<file path="config.mk">
export PLATFORM = sky130hd
export DESIGN_NAME = tgp_gpio
export DESIGN_NICKNAME = d
export VERILOG_FILES = /design/src/hw/tgp_pkg.sv /design/src/hw/tgp_sync_if.sv /design/src/hw/tgp_pin_sync.sv /design/src/hw/tgp_gpio.sv
export SDC_FILE = /design/constraint.sdc
export NUM_CORES = 1
export LEC_CHECK = 0
export BUFFER_PORTS_ARGS = -buffer_cell sky130_fd_sc_hd__clkbuf_2
export CAP_MARGIN = 20
export CORE_ASPECT_RATIO = 0.9
export CORE_UTILIZATION = 28
export CTS_BUF_LIST = sky130_fd_sc_hd__clkbuf_4 sky130_fd_sc_hd__clkbuf_8
export DETAILED_ROUTE_END_ITERATION = 10
export PLACE_DENSITY = 0.44
export SYNTH_ARGS = -nofsm -noshare
export SYNTH_HDL_FRONTEND = slang
export SYNTH_SLANG_ARGS = --single-unit
</file>
<file path="constraint.sdc">
create_clock -name CLK -period 5.8 [get_ports CLK]
set_input_delay 1.16 -clock CLK [delete_from_list [all_inputs] [get_ports CLK]]
set_output_delay 1.16 -clock CLK [all_outputs]
set_load 0.1 [all_outputs]
</file>
<file path="src/hw/tgp_pkg.sv">
// Constants shared by the three-port GPIO block and its testbench.
// Assumes a 100 MHz system clock and AXI4-Lite register access.
package tgp_pkg;
  // Register indices; byte address is four times the index
  localparam logic [7:0] IDX_IRQ    = 8'hC0;
  localparam logic [7:0] IDX_FALL   = 8'hC2;
  localparam logic [7:0] IDX_RISE   = 8'hC3;
  localparam logic [7:0] IDX_SLEEP  = 8'hE1;
  localparam logic [7:0] IDX_ISTAT  = 8'hF8;
  localparam logic [7:0] IDX_IMASK  = 8'hF9;
  localparam logic [2:0][7:0] IDX_DATA = {8'hC5, 8'hC4, 8'hC1};
  localparam logic [2:0][7:0] IDX_DIR  = {8'hDA, 8'hD5, 8'hD0};
  localparam logic [2:0][7:0] IDX_PU   = {8'hDB, 8'hD6, 8'hD1};
  localparam logic [2:0][7:0] IDX_PD   = {8'hDC, 8'hD7, 8'hD2};
  localparam logic [1:0][7:0] IDX_ITYP = {8'hD8, 8'hD3};
  localparam logic [1:0][7:0] IDX_OTYP = {8'hD9, 8'hD4};

  // Field positions
  localparam int EXT_BIT   = 5;
  localparam int INT_RISE  = 0;
  localparam int INT_FALL  = 1;
  localparam int INT_WAKE  = 2;
  localparam int INT_BITS  = 3;

  // Input type: ones mean Schmitt, zeros mean Schmitt, ones mean dimmer
  localparam logic [7:0] ITYP_SCHM_HI = 8'h27;
  localparam logic [7:0] ITYP_SCHM_LO = 8'hC0;
  localparam logic [7:0] ITYP_DIM     = 8'h18;
  // Output type: bits that carry the carrier while data is zero
  localparam logic [7:0] OTYP_DATA0   = 8'hAA;

  localparam logic [7:0] REG_RST      = 8'h00;

  // AXI responses
  localparam logic [1:0] RESP_OKAY    = 2'h0;
  localparam logic [1:0] RESP_SLVERR  = 2'h2;

  // Carrier timing
  localparam int CLK_HZ     = 100_000_000;
  localparam int CARRIER_HZ = 37_400;
  localparam logic [10:0] CAR_HALF_M1 = 11'(CLK_HZ / (2 * CARRIER_HZ) - 1);
endpackage

</file>
<file path="src/hw/tgp_sync_if.sv">
// Carrier between the GPIO core and its pin-input filter.
// Assumes both ends run on the same system clock.
`timescale 1ns/1ps
`default_nettype none
interface tgp_sync_if #(parameter int W = 24);
  logic [W-1:0] raw;
  logic [W-1:0] level;
  logic [W-1:0] rise;
  logic [W-1:0] fall;
  modport core (output raw, input level, input rise, input fall);
  modport filt (input raw, output level, output rise, output fall);
endinterface
`default_nettype wire

</file>
<file path="src/hw/tgp_pin_sync.sv">
// Three-stage pin synchroniser with agreement filter and edge pulses.
// Assumes raw pins are asynchronous to clk.
`timescale 1ns/1ps
`default_nettype none
module tgp_pin_sync #(
  parameter int W = 24
) (
  // Clock and control
  input  wire logic   clk,
  input  wire logic   rst,
  input  wire logic   ce,
  // Pin levels in, filtered levels and edges out
  tgp_sync_if.filt    sif
);
  if (W < 1) begin : g_bad_w
    $error("tgp_pin_sync: W must be positive");
  end

  typedef struct packed {
    logic [W-1:0] s1;
    logic [W-1:0] s2;
    logic [W-1:0] s3;
    logic [W-1:0] lvl;
    logic [W-1:0] rise;
    logic [W-1:0] fall;
  } tgp_sync_t;

  tgp_sync_t s;
  tgp_sync_t next_s;
  logic [W-1:0] chg;

  always_comb begin
    next_s      = s;
    next_s.s1   = sif.raw;
    next_s.s2   = s.s1;
    next_s.s3   = s.s2;
    // Accept a change once the second and third stages agree
    chg         = ~(s.s2 ^ s.s3) & (s.s3 ^ s.lvl);
    next_s.lvl  = s.lvl ^ chg;
    next_s.rise = chg & s.s3;
    next_s.fall = chg & ~s.s3;
  end

  always_ff @(posedge clk) begin
    if (rst) begin
      s <= '0;
    end else if (ce) begin
      s <= next_s;
    end
  end

  assign sif.level = s.lvl;
  assign sif.rise  = s.rise;
  assign sif.fall  = s.fall;
endmodule // tgp_pin_sync
`default_nettype wire

</file>
<file path="src/hw/tgp_gpio.sv">
// Three-port GPIO with port-1 edge flags, wake from sleep and carrier output.
// Assumes an AXI4-Lite master on CLK and pads that resolve out/oe/pulls.
//
// Local design decision: the AXI4-Lite slave port.
`timescale 1ns/1ps
`default_nettype none
//Contract
// - Each port-1 pin sets its rising-edge flag on a low-to-high change, readable as one byte.
// - Clearing the external interrupt flag clears every port-1 rising-edge flag.
// - Writing zero to a rising-flag bit clears that flag and disables rising detection.
// - Ports 2 and 3 have byte-wide readable and writable data registers.
// - Each port has a write-only direction register where one makes the pin an output.
// - Each port has a pull-up enable, forced off while the pin drives low.
// - Each port has a pull-low enable, forced off while the pin drives low.
// - Input type bits 0,1,2,5 pick Schmitt on one and bits 6,7 pick Schmitt on zero.
// - Input type bits 3 and 4 pick the dimmer input on one.
// - Output type zero gives a plain output that follows the data bit.
// - Output type one gives a 37.4kHz carrier, even bits on data one, odd on data zero.
// - Direction, pull, input and output type registers reset to zero.
// - Writing the sleep register stops the oscillator until an enabled port-1 edge.
// - Port 1 has a byte-wide readable and writable data register.
// - Falling-edge flags set on high-to-low, clear and disable on zero, reset to zero.
// - The external flag is bit 5 of the interrupt flag register, cleared by writing zero.
module tgp_gpio #(
  parameter int AW = 12
) (
  // Clock, reset, enable
  input  wire logic          CLK,
  input  wire logic          RST,
  input  wire logic          CE,
  // AXI4-Lite write address
  input  wire logic [AW-1:0] AWADDR,
  input  wire logic [2:0]    AWPROT,
  input  wire logic          AWVALID,
  output logic               AWREADY,
  // AXI4-Lite write data
  input  wire logic [31:0]   WDATA,
  input  wire logic [3:0]    WSTRB,
  input  wire logic          WVALID,
  output logic               WREADY,
  // AXI4-Lite write response
  output logic [1:0]         BRESP,
  output logic               BVALID,
  input  wire logic          BREADY,
  // AXI4-Lite read address
  input  wire logic [AW-1:0] ARADDR,
  input  wire logic [2:0]    ARPROT,
  input  wire logic          ARVALID,
  output logic               ARREADY,
  // AXI4-Lite read data
  output logic [31:0]        RDATA,
  output logic [1:0]         RRESP,
  output logic               RVALID,
  input  wire logic          RREADY,
  // Port 1 pads
  input  wire logic [7:0]    FIRST_PORT_PINS_IN,
  output logic [7:0]         FIRST_PORT_PINS_OUT,
  output logic [7:0]         FIRST_PORT_PINS_OE,
  output logic [7:0]         FIRST_PORT_PINS_PU,
  output logic [7:0]         FIRST_PORT_PINS_PD,
  output logic [7:0]         FIRST_PORT_PINS_SCHMITT,
  output logic [7:0]         FIRST_PORT_PINS_DIMMER,
  // Port 2 pads
  input  wire logic [7:0]    SECOND_PORT_PINS_IN,
  output logic [7:0]         SECOND_PORT_PINS_OUT,
  output logic [7:0]         SECOND_PORT_PINS_OE,
  output logic [7:0]         SECOND_PORT_PINS_PU,
  output logic [7:0]         SECOND_PORT_PINS_PD,
  output logic [7:0]         SECOND_PORT_PINS_SCHMITT,
  output logic [7:0]         SECOND_PORT_PINS_DIMMER,
  // Port 3 pads
  input  wire logic [7:0]    THIRD_PORT_PINS_IN,
  output logic [7:0]         THIRD_PORT_PINS_OUT,
  output logic [7:0]         THIRD_PORT_PINS_OE,
  output logic [7:0]         THIRD_PORT_PINS_PU,
  output logic [7:0]         THIRD_PORT_PINS_PD,
  // System
  output logic               SLEEP_REQ,
  output logic               EXT_FLAG,
  output logic               IRQ
);
  if (AW < 10 || AW > 32) begin : g_bad_aw
    $error("tgp_gpio: AW must be 10 to 32");
  end

  localparam int INT_BITS_W = tgp_pkg::INT_BITS;

  typedef struct packed {
    logic                    aw_got;
    logic                    aw_bad;
    logic [7:0]              awi;
    logic                    w_got;
    logic [7:0]              wd;
    logic                    wstb;
    logic                    awready;
    logic                    wready;
    logic                    bvalid;
    logic [1:0]              bresp;
    logic                    arready;
    logic                    rvalid;
    logic [1:0]              rresp;
    logic [7:0]              rdata;
    logic [2:0][7:0]         dat;
    logic [2:0][7:0]         dir;
    logic [2:0][7:0]         pu;
    logic [2:0][7:0]         pd;
    logic [1:0][7:0]         ityp;
    logic [1:0][7:0]         otyp;
    logic [7:0]              rise_en;
    logic [7:0]              fall_en;
    logic [7:0]              rise_f;
    logic [7:0]              fall_f;
    logic                    ext_f;
    logic                    sleep;
    logic                    carrier;
    logic [10:0]             ccnt;
    logic [INT_BITS_W-1:0]   ist;
    logic [INT_BITS_W-1:0]   imask;
    logic                    irq;
    logic [2:0][7:0]         pout;
    logic [2:0][7:0]         poe;
    logic [2:0][7:0]         ppu;
    logic [2:0][7:0]         ppd;
    logic [1:0][7:0]         psch;
    logic [1:0][7:0]         pdim;
  } tgp_state_t;

  tgp_state_t s;
  tgp_state_t next_s;

  tgp_sync_if #(.W(24)) sif ();

  tgp_pin_sync #(.W(24)) u_sync (
    .clk (CLK),
    .rst (RST),
    .ce  (CE),
    .sif (sif)
  );

  assign sif.raw = {THIRD_PORT_PINS_IN, SECOND_PORT_PINS_IN, FIRST_PORT_PINS_IN};

  logic [7:0] rise_set;
  logic [7:0] fall_set;
  logic       any_ev;
  assign rise_set = sif.rise[7:0] & s.rise_en;
  assign fall_set = sif.fall[7:0] & s.fall_en;
  assign any_ev   = |(rise_set | fall_set);

  function automatic logic mapped(input logic [7:0] ix);
    mapped = 1'b0;
    for (int p = 0; p < 3; p++) begin
      if (ix == tgp_pkg::IDX_DATA[p] || ix == tgp_pkg::IDX_DIR[p] ||
          ix == tgp_pkg::IDX_PU[p] || ix == tgp_pkg::IDX_PD[p]) begin
        mapped = 1'b1;
      end
    end
    for (int p = 0; p < 2; p++) begin
      if (ix == tgp_pkg::IDX_ITYP[p] || ix == tgp_pkg::IDX_OTYP[p]) begin
        mapped = 1'b1;
      end
    end
    if (ix == tgp_pkg::IDX_IRQ || ix == tgp_pkg::IDX_FALL || ix == tgp_pkg::IDX_RISE ||
        ix == tgp_pkg::IDX_SLEEP || ix == tgp_pkg::IDX_ISTAT ||
        ix == tgp_pkg::IDX_IMASK) begin
      mapped = 1'b1;
    end
  endfunction

  logic                  do_wr;
  logic                  wen;
  logic                  ext_clr;
  logic                  slp_set;
  logic [7:0]            rise_clr;
  logic [7:0]            fall_clr;
  logic [7:0]            rix;
  logic [7:0]            rd;
  logic                  lvl;
  logic [INT_BITS_W-1:0] ist_clr;
  logic [INT_BITS_W-1:0] ev;

  always_comb begin
    next_s   = s;
    ext_clr  = 1'b0;
    slp_set  = 1'b0;
    rise_clr = 8'h00;
    fall_clr = 8'h00;
    ist_clr  = '0;
    lvl      = 1'b0;
    rd       = 8'h00;
    rix      = ARADDR[9:2];
    do_wr    = s.aw_got && s.w_got && !s.bvalid;
    wen      = do_wr && s.wstb && !s.aw_bad;

    // Write address and data, taken in either order
    if (AWVALID && s.awready) begin
      next_s.aw_got = 1'b1;
      next_s.awi    = AWADDR[9:2];
      next_s.aw_bad = (AW > 10) ? (|(AWADDR >> 10)) : 1'b0;
    end
    if (WVALID && s.wready) begin
      next_s.w_got = 1'b1;
      next_s.wd    = WDATA[7:0];
      next_s.wstb  = WSTRB[0];
    end
    if (s.bvalid && BREADY) begin
      next_s.bvalid = 1'b0;
    end
    if (do_wr) begin
      next_s.aw_got = 1'b0;
      next_s.w_got  = 1'b0;
      next_s.bvalid = 1'b1;
      next_s.bresp  = (!s.aw_bad && mapped(s.awi)) ? tgp_pkg::RESP_OKAY
                                                    : tgp_pkg::RESP_SLVERR;
    end

    // Register writes
    if (wen) begin
      for (int p = 0; p < 3; p++) begin
        if (s.awi == tgp_pkg::IDX_DATA[p]) next_s.dat[p] = s.wd;
        if (s.awi == tgp_pkg::IDX_DIR[p])  next_s.dir[p] = s.wd;
        if (s.awi == tgp_pkg::IDX_PU[p])   next_s.pu[p]  = s.wd;
        if (s.awi == tgp_pkg::IDX_PD[p])   next_s.pd[p]  = s.wd;
      end
      for (int p = 0; p < 2; p++) begin
        if (s.awi == tgp_pkg::IDX_ITYP[p]) next_s.ityp[p] = s.wd;
        if (s.awi == tgp_pkg::IDX_OTYP[p]) next_s.otyp[p] = s.wd;
      end
      if (s.awi == tgp_pkg::IDX_IRQ && !s.wd[tgp_pkg::EXT_BIT]) begin
        ext_clr = 1'b1;
      end
      if (s.awi == tgp_pkg::IDX_RISE) begin
        next_s.rise_en = s.wd;
        rise_clr       = ~s.wd;
      end
      if (s.awi == tgp_pkg::IDX_FALL) begin
        next_s.fall_en = s.wd;
        fall_clr       = ~s.wd;
      end
      if (s.awi == tgp_pkg::IDX_SLEEP) slp_set = 1'b1;
      if (s.awi == tgp_pkg::IDX_ISTAT) ist_clr = s.wd[INT_BITS_W-1:0];
      if (s.awi == tgp_pkg::IDX_IMASK) next_s.imask = s.wd[INT_BITS_W-1:0];
    end

    // Clearing the external flag wipes every edge flag
    if (ext_clr) begin
      rise_clr = 8'hFF;
      fall_clr = 8'hFF;
    end
    // New edges win over a clear in the same cycle
    next_s.rise_f = (s.rise_f & ~rise_clr) | rise_set;
    next_s.fall_f = (s.fall_f & ~fall_clr) | fall_set;
    next_s.ext_f  = (s.ext_f & ~ext_clr) | any_ev;

    // Sleep until an enabled port-1 edge
    next_s.sleep = slp_set | (s.sleep & ~any_ev);

    ev                   = '0;
    ev[tgp_pkg::INT_RISE] = |rise_set;
    ev[tgp_pkg::INT_FALL] = |fall_set;
    ev[tgp_pkg::INT_WAKE] = s.sleep & any_ev;
    next_s.ist = (s.ist & ~ist_clr) | ev;
    next_s.irq = |(next_s.ist & next_s.imask);

    // Reads
    if (s.rvalid && RREADY) begin
      next_s.rvalid = 1'b0;
    end
    if (ARVALID && s.arready) begin
      for (int p = 0; p < 3; p++) begin
        if (rix == tgp_pkg::IDX_DATA[p]) begin
          rd = (s.dir[p] & s.dat[p]) | (~s.dir[p] & sif.level[p*8 +: 8]);
        end
      end
      if (rix == tgp_pkg::IDX_IRQ)   rd[tgp_pkg::EXT_BIT] = s.ext_f;
      if (rix == tgp_pkg::IDX_RISE)  rd = s.rise_f;
      if (rix == tgp_pkg::IDX_FALL)  rd = s.fall_f;
      if (rix == tgp_pkg::IDX_ISTAT) rd[INT_BITS_W-1:0] = s.ist;
      if (rix == tgp_pkg::IDX_IMASK) rd[INT_BITS_W-1:0] = s.imask;
      next_s.rvalid = 1'b1;
      next_s.rdata  = rd;
      next_s.rresp  = ((AW > 10 && |(ARADDR >> 10)) || !mapped(rix)) ?
                      tgp_pkg::RESP_SLVERR : tgp_pkg::RESP_OKAY;
    end

    next_s.awready = !next_s.aw_got && !next_s.bvalid;
    next_s.wready  = !next_s.w_got && !next_s.bvalid;
    next_s.arready = !next_s.rvalid;

    // Carrier half-period counter
    if (s.ccnt >= tgp_pkg::CAR_HALF_M1) begin
      next_s.ccnt    = 11'h000;
      next_s.carrier = ~s.carrier;
    end else begin
      next_s.ccnt = s.ccnt + 11'h001;
    end

    // Pad drive
    for (int p = 0; p < 3; p++) begin
      for (int i = 0; i < 8; i++) begin
        lvl = next_s.dat[p][i];
        if (p < 2 && next_s.otyp[p][i]) begin
          lvl = next_s.carrier &
                (tgp_pkg::OTYP_DATA0[i] ? ~next_s.dat[p][i] : next_s.dat[p][i]);
        end
        next_s.pout[p][i] = lvl;
        next_s.ppu[p][i]  = next_s.pu[p][i] & ~(next_s.dir[p][i] & ~lvl);
        next_s.ppd[p][i]  = next_s.pd[p][i] & ~(next_s.dir[p][i] & ~lvl);
      end
      next_s.poe[p] = next_s.dir[p];
    end
    for (int p = 0; p < 2; p++) begin
      next_s.psch[p] = (next_s.ityp[p] & tgp_pkg::ITYP_SCHM_HI) |
                       (~next_s.ityp[p] & tgp_pkg::ITYP_SCHM_LO);
      next_s.pdim[p] = next_s.ityp[p] & tgp_pkg::ITYP_DIM;
    end
  end

  always_ff @(posedge CLK) begin
    if (RST) begin
      s <= '0;
    end else if (CE) begin
      s <= next_s;
    end
  end

  assign AWREADY                  = s.awready;
  assign WREADY                   = s.wready;
  assign BVALID                   = s.bvalid;
  assign BRESP                    = s.bresp;
  assign ARREADY                  = s.arready;
  assign RVALID                   = s.rvalid;
  assign RRESP                    = s.rresp;
  assign RDATA                    = {24'h000000, s.rdata};
  assign FIRST_PORT_PINS_OUT      = s.pout[0];
  assign FIRST_PORT_PINS_OE       = s.poe[0];
  assign FIRST_PORT_PINS_PU       = s.ppu[0];
  assign FIRST_PORT_PINS_PD       = s.ppd[0];
  assign FIRST_PORT_PINS_SCHMITT  = s.psch[0];
  assign FIRST_PORT_PINS_DIMMER   = s.pdim[0];
  assign SECOND_PORT_PINS_OUT     = s.pout[1];
  assign SECOND_PORT_PINS_OE      = s.poe[1];
  assign SECOND_PORT_PINS_PU      = s.ppu[1];
  assign SECOND_PORT_PINS_PD      = s.ppd[1];
  assign SECOND_PORT_PINS_SCHMITT = s.psch[1];
  assign SECOND_PORT_PINS_DIMMER  = s.pdim[1];
  assign THIRD_PORT_PINS_OUT      = s.pout[2];
  assign THIRD_PORT_PINS_OE       = s.poe[2];
  assign THIRD_PORT_PINS_PU       = s.ppu[2];
  assign THIRD_PORT_PINS_PD       = s.ppd[2];
  assign SLEEP_REQ                = s.sleep;
  assign EXT_FLAG                 = s.ext_f;
  assign IRQ                      = s.irq;
endmodule // tgp_gpio
`default_nettype wire

</file>
==> out/metrics.cfg, run 1 <==
[run_status]
status=finished with violations
violations=DRC

[setup_path]
critPathLaunchType=flip-flop
cp.required_ns=6.30
critPathArrivalTime_ns=4.05
r2r_end=SECOND_PORT_PINS_PD[3]
slowest_stage=o41ai_1
worst-path-buf-inv=0
critPathTopFamily=compound AO/OA/AOI/OAI gates
regToRegSetupSlack_ns=2.26
crit_type=reg -> reg
cp-startpoint=s[340]
cp_max_fo=17
crit_chain=nand2_1, nor4_4, a2111o_1, o32ai_1, o41ai_1, o21ai_1
critPathMaxStageDelay_ns=1.06
setup.worst_path.end_class=flip-flop
rr_startpoint=s[340]
reg2regPathDepth=6

[final_layout]
seqCellArea_um2=7930
syn_to_final_growth_pct=11.1
stdcell_area_um2=20800
max_flop_register=s
multi_input_area_um2=9040
largest_register_ffs=170
drive_gt1_share_pct=18.2
num-nets-final=2320
nFillCells=6971

[synth]
syn_inst=2216
postSynthAreaPerCell_um2=8.46
synth-xor-area-share_pct=0.514
async_flop_share_pct=0
netlist_area_um2=18800
synth-main-ff-cell=dfxtp_1
synth_top_family_by_area=simple AND/OR/NAND/NOR gates
synthAdderAreaFrac_pct=0.0667
muxShareOfSynthArea_pct=13.1
synth-seq-area-share_pct=42.3
yosys_warnings=0
synth_compound_area_share_pct=15.1
synth-simple-area-share_pct=18.5
synth_cell_types=77
synth_seq_cells=396
synth_enable_flop_cells=0

[clock_network]
cts_tree=done
cts.sinks=396
ctsHtreeMaxLevel=3
post_cts_resized=0
cts_buffers=74
cts_hold_buffers=0
clkLatencyLatePin_ns=0.66
post_cts_buffers=0
path_clk_slew_ns=0.06
root_buffer=clkbuf_8
clock_path_buffers=3

[global_routing]
gr-usage-all-layers_pct=17.8
grt_pass1_wl_um=92100
grt_max_degree=148
antenna_found_initial=5
grt_pass1_vias=14700
gr-total-overflow=0

[sta]
finalCriticalPeriod_ns=3.54
fin_skew_ns=0.0344
worst_pin_slew_ns=1.19
finalSetupViolCount=0
finalCritPeriodShare_pct=61.1
max_freq_mhz=282
finalHoldViolations=0
setup_tns_ns=0
rsz0062_at_grt=no
holdWs_ns=0.448
drv_slew=0
setup_ws_ns=2.26
max-slew-margin-rel_pct=19.5

[min_path]
hp-class=reg -> reg
worstHoldEndpoint=SECOND_PORT_PINS_PD[1]
hp-start=SECOND_PORT_PINS_PD[1]
min_path_cells=2

[pwr]
p_int_mw=4.47
pwr_density_cell_nw_per_um2=293
switching_share_pct=26.7
p_comb_share_pct=7.6
cellLeakagePower_nw=8.26
pwr-share-seq_pct=45.7
power.share.clock_pct=46.7
p_switching_mw=1.63
vdd_drop_max_v=0.000119

[floorplanning]
core_um2=65900
start_util_pct=28.4
die_w_um=275
row_count=89
io_pins=270
dieHeight_um=248
die_area_um2=68000

[drt]
drt_pass1_iterations=10
drt_iter0_drc=1102
routed_wl_um=61000
wire_per_inst_um=19.4
drc_errors=13
vias=15400
detail-route-antenna-nets=0
via_per_inst=4.90

[placement]
pre_cts_slack_ns=2.17
dp_hpwl_um=42400
placed_area_um2=19300
place.gp.congestion=0.882
io_buffers=190

[flow_run]
drv_cap=0

==> cell usage after synthesis, drive strengths merged (4+ instances only) <==
master  instances  area (um2)
a2111o          4        45.0
a211oi         21         158
a21o           24         180
a21oi         207        1040
a221oi          5        56.3
a31oi           6        37.5
and2            7        43.8
and3           14        87.6
buf           191        1370
clkbuf        134         503
dfxtp         396        7930
inv            21        78.8
mux2           29         327
mux2i         211        2110
nand2         298        1120
nand2b         11        68.8
nand3          33         165
nand4          16         130
nand4b          8        70.1
nor2          285        1070
nor2b           7        43.8
nor3           26         155
nor4           15         145
nor4b          10         118
o211ai         20         150
o21ai         111         556
o31ai          16         120
o32ai           7        68.8
o41ai          14         175
or2             7        43.8
or3            13        86.3
xor2            8        70.1
==> power groups by stage <==
stage / Combinational [mW] / Clock (mW) / Sequential, mW
finish: 0.461 / 2.85 / 2.79
global route: 0.489 / 3.07 / 2.79
CTS: 0.463 / 2.95 / 2.79
detailed placement: 0.462 / 0 / 2.85
global placement: 0.458 / 0 / 2.85
floorplan: 0.380 / 0 / 2.85
==> cells by family after synthesis <==
kind of cell | Yosys count
AO/OA/AOI/OAI | 459
XOR/XNOR | 11
adder cells (fa/ha/maj) | 1
buffers and inverters | 347
flip-flops | 396
multiplexers | 241
other | 1
AND/OR/NAND/NOR | 760
==> per-layer routing <==
layer	GRT usage (%)	wire, um
met1	24.3	29100
met4	6.63	1590
met5	0	34
met3	3.95	3620
met2	27.4	26700
==> worst reg2reg max path: stages, from the launching register on <==
cell      delay (ns)
dfxtp_1         0.63
nand2_1         0.27
nor4_4          0.96
a2111o_1        0.22
o32ai_1         0.10
o41ai_1         1.06
o21ai_1         0.15
==> layout make-up <==
| cell class | instances | area share (%) |
|---|---|---|
| well taps | 864 | 5.19 |
| clock inverters | 6 | 0.222 |
| repair buffers | 213 | 5.54 |
| flip-flops and latches | 396 | 38.0 |
| inverters | 22 | 0.396 |
| clock buffers | 123 | 7.22 |
| multi-input cells | 1514 | 43.4 |
| diodes | 1 | 0.0120 |
==> placed cells by master (no fill, tap or decap), drive strengths merged, types with 11 or more instances in the layout <==
master,synthesis,layout
mux2i,211,211
o41ai,14,14
dfxtp,396,396
nor4,15,15
o211ai,20,20
clkbuf,134,312
o31ai,16,16
a21oi,207,207
nor2,285,285
inv,21,24
mux2,29,29
nor3,26,26
conb,1,42
or3,13,13
nand2,298,298
a21o,24,24
nand2b,11,11
nand3,33,33
and3,14,14
buf,191,24
a211oi,21,21
nand4,16,16
o21ai,111,111
==> worst max path at each step <==
stage                             endpoint  slack [ns]  cells past startpoint
finish              SECOND_PORT_PINS_PD[3]        2.26                      6
global route        SECOND_PORT_PINS_PD[3]        2.07                      8
global placement     FIRST_PORT_PINS_PD[0]        2.18                      5
CTS                 SECOND_PORT_PINS_PD[3]        2.31                      8
detailed placement   FIRST_PORT_PINS_PD[0]        2.17                      5
floorplan                u_sync.next_s[84]        3.06                      6
==> stage by stage <==
step | util (%) | total power, mW | cells
after global placement | 29.3 | 3.30 | 3009
after CTS | 31.6 | 6.20 | 3138
final | 31.6 | 6.10 | 3139
after global routing | 31.6 | 6.35 | 3139
after floorplan | - | 3.23 | 2257
after detailed placement | 29.3 | 3.31 | 3009
(Power assumes the default switching activity.)
==> run 2: changes to the inputs <==
Clock period 5.8 ns to 3.46 ns, I/O delays scaled along.
==> run 2 against run 1 <==
Compared with the run above:
- the flow still finishes with violations (DRC)
- clock power increased by 73%
- register-to-register slack got worse by 1.8 ns
- count of clock-buffer cells in the layout decreased by 2
- flip-flop and latch count unchanged
- non-clock buffer count increased by 47
- die area unchanged
- clock skew increased by 0.0011 ns
- setup slack got worse by 1.8 ns
- combinational power increased by 72%
- routed wire length increased by 2.4%
- critical path type unchanged
- largest power group unchanged
- highest routed layer unchanged
==> out/metrics.cfg, run 2 (synthesis gave the netlist of run 1 again) <==
[run_status]
status=finished with violations
violations=DRC

[sta]
fin_skew_ns=0.0355
max-slew-margin-rel_pct=37.7
setup_tns_ns=0
rsz0062_at_grt=no
max_freq_mhz=333
worst_pin_slew_ns=0.928
finalHoldViolations=0
finalCriticalPeriod_ns=3.01
finalSetupViolCount=0
holdWs_ns=0.282
drv_slew=0
finalCritPeriodShare_pct=86.9

[setup_path]
rr_startpoint=BVALID
critPathArrivalTime_ns=3.50
setup.worst_path.end_class=flip-flop
regToRegSetupSlack_ns=0.45
cp.required_ns=3.96
cp_max_fo=11
crit_type=reg -> reg
critPathLaunchType=flip-flop
reg2regPathDepth=7
r2r_end=IRQ

[pwr]
pwr_density_cell_nw_per_um2=488
pwr-share-seq_pct=45.0
cellLeakagePower_nw=8.52
switching_share_pct=26.3
p_int_mw=7.66
power.share.clock_pct=47.4
vdd_drop_max_v=0.000191
p_comb_share_pct=7.6
p_switching_mw=2.74

[final_layout]
final_common_cell=dfxtp_1
most-common-layout-cells=dfxtp_1, nand2_1, nor2_1, mux2i_1, a21oi_1
stdcell_area_um2=21300
stdcell_count=3187
syn_to_final_growth_pct=13.5
num-nets-final=2366
nFillCells=7023
drive_gt1_share_pct=19.9
largest_register_ffs=170
max_flop_register=s

[placement]
placed_area_um2=19700
dp_hpwl_um=44600
io_buffers=190
dp.cells=3056
place.gp.congestion=0.846

[floorplanning]
dieHeight_um=248
io_pins=270
start_util_pct=28.4
die_w_um=275
row_count=89
core_um2=65900
die_area_um2=68000

[min_path]
hp-start=WDATA[6]
hp-class=in -> reg
worstHoldEndpoint=s[333]
min_path_cells=3

[drt]
detail-route-antenna-nets=0
routed_wl_um=62500
vias=15500
drc_errors=13
via_per_inst=4.86
drt_iter0_drc=1085
wire_per_inst_um=19.6
drt_pass1_iterations=8

[clock_network]
ctsHtreeMaxLevel=3
clkLatencyLatePin_ns=0.67
cts.sinks=396
cts_hold_buffers=0
cts_tree=done
clock_path_buffers=3
path_clk_slew_ns=0.06
post_cts_resized=0
root_buffer=clkbuf_8
cts_buffers=73
post_cts_buffers=0

[global_routing]
antenna_found_initial=2
grt_pass1_wl_um=93700
gr-total-overflow=0
grt_pass1_vias=15000
gr-usage-all-layers_pct=18.2
grt_max_degree=93

[flow_run]
drv_cap=0

==> run 2: cell count changes in the layout (fill, tap and decap cells not counted), sizes merged <==
cell / before / now
inv: 24 / 23
bufinv: 0 / 2
clkinv: 3 / 2
clkbuf: 312 / 310
buf: 24 / 71
clkinvlp: 1 / 4
==> run 2: power groups by stage <==
stage | Combinational, mW | Sequential [mW] | Clock (mW)
final | 0.795 | 4.67 | 4.92
after global routing | 0.845 | 4.68 | 5.30
after CTS | 0.801 | 4.67 | 5.09
after detailed placement | 0.800 | 4.77 | 0
after global placement | 0.793 | 4.77 | 0
after floorplan | 0.637 | 4.78 | 0
==> run 2: area by class of cell <==
class / instances / area [um2] / share of cell area [%]
Sequential cell: 396 / 7930 / 37.3
Antenna cell: 1 / 2.50 / 0.0118
Timing Repair Buffer: 260 / 1530 / 7.20
Clock buffer: 121 / 1500 / 7.03
Multi-Input combinational cell: 1514 / 9040 / 42.5
Tap cell: 864 / 1080 / 5.08
Clock inverter: 9 / 115 / 0.541
Inverter: 22 / 82.6 / 0.388
==> run 2: how the worst max path moves through the flow <==
stage	startpoint	end	slack [ns]
floorplan	BVALID	FIRST_PORT_PINS_PD[2]	0.78
global placement	BVALID	IRQ	0.44
detailed placement	BVALID	IRQ	0.43
CTS	BVALID	IRQ	0.40
global route	BVALID	IRQ	0.21
finish	BVALID	IRQ	0.45
==> run 2: through the flow <==
step	total power, mW	setup WS, ns	utilization, %
floorplan	5.41	0.776	-
global placement	5.56	0.444	29.8
detailed placement	5.57	0.425	29.8
CTS	10.6	0.401	32.3
global route	10.8	0.210	32.3
finish	10.4	0.454	32.3
==> run 2: worst max-delay path: stages, from the launching register on <==
cell and delay, ns:
dfxtp_1 0.34, and3b_1 0.61, nand2_1 0.27, nor3_2 0.38, mux2_2 0.39, a222oi_1 0.60, buf_4 0.21, a211oi_1 0.07
==> run 2: metal layers <==
metal  part of all wire [%]  vias to the layer above  GRT usage, %  routed length, um
li1                       -                     7567             -                  -
met4                    3.1                        2          6.61               1930
met1                     48                     7440          25.2              30000
met2                     44                      397          27.8              27200
met3                    5.3                       98          3.83               3330
met5                  0.016                        -             0                 10
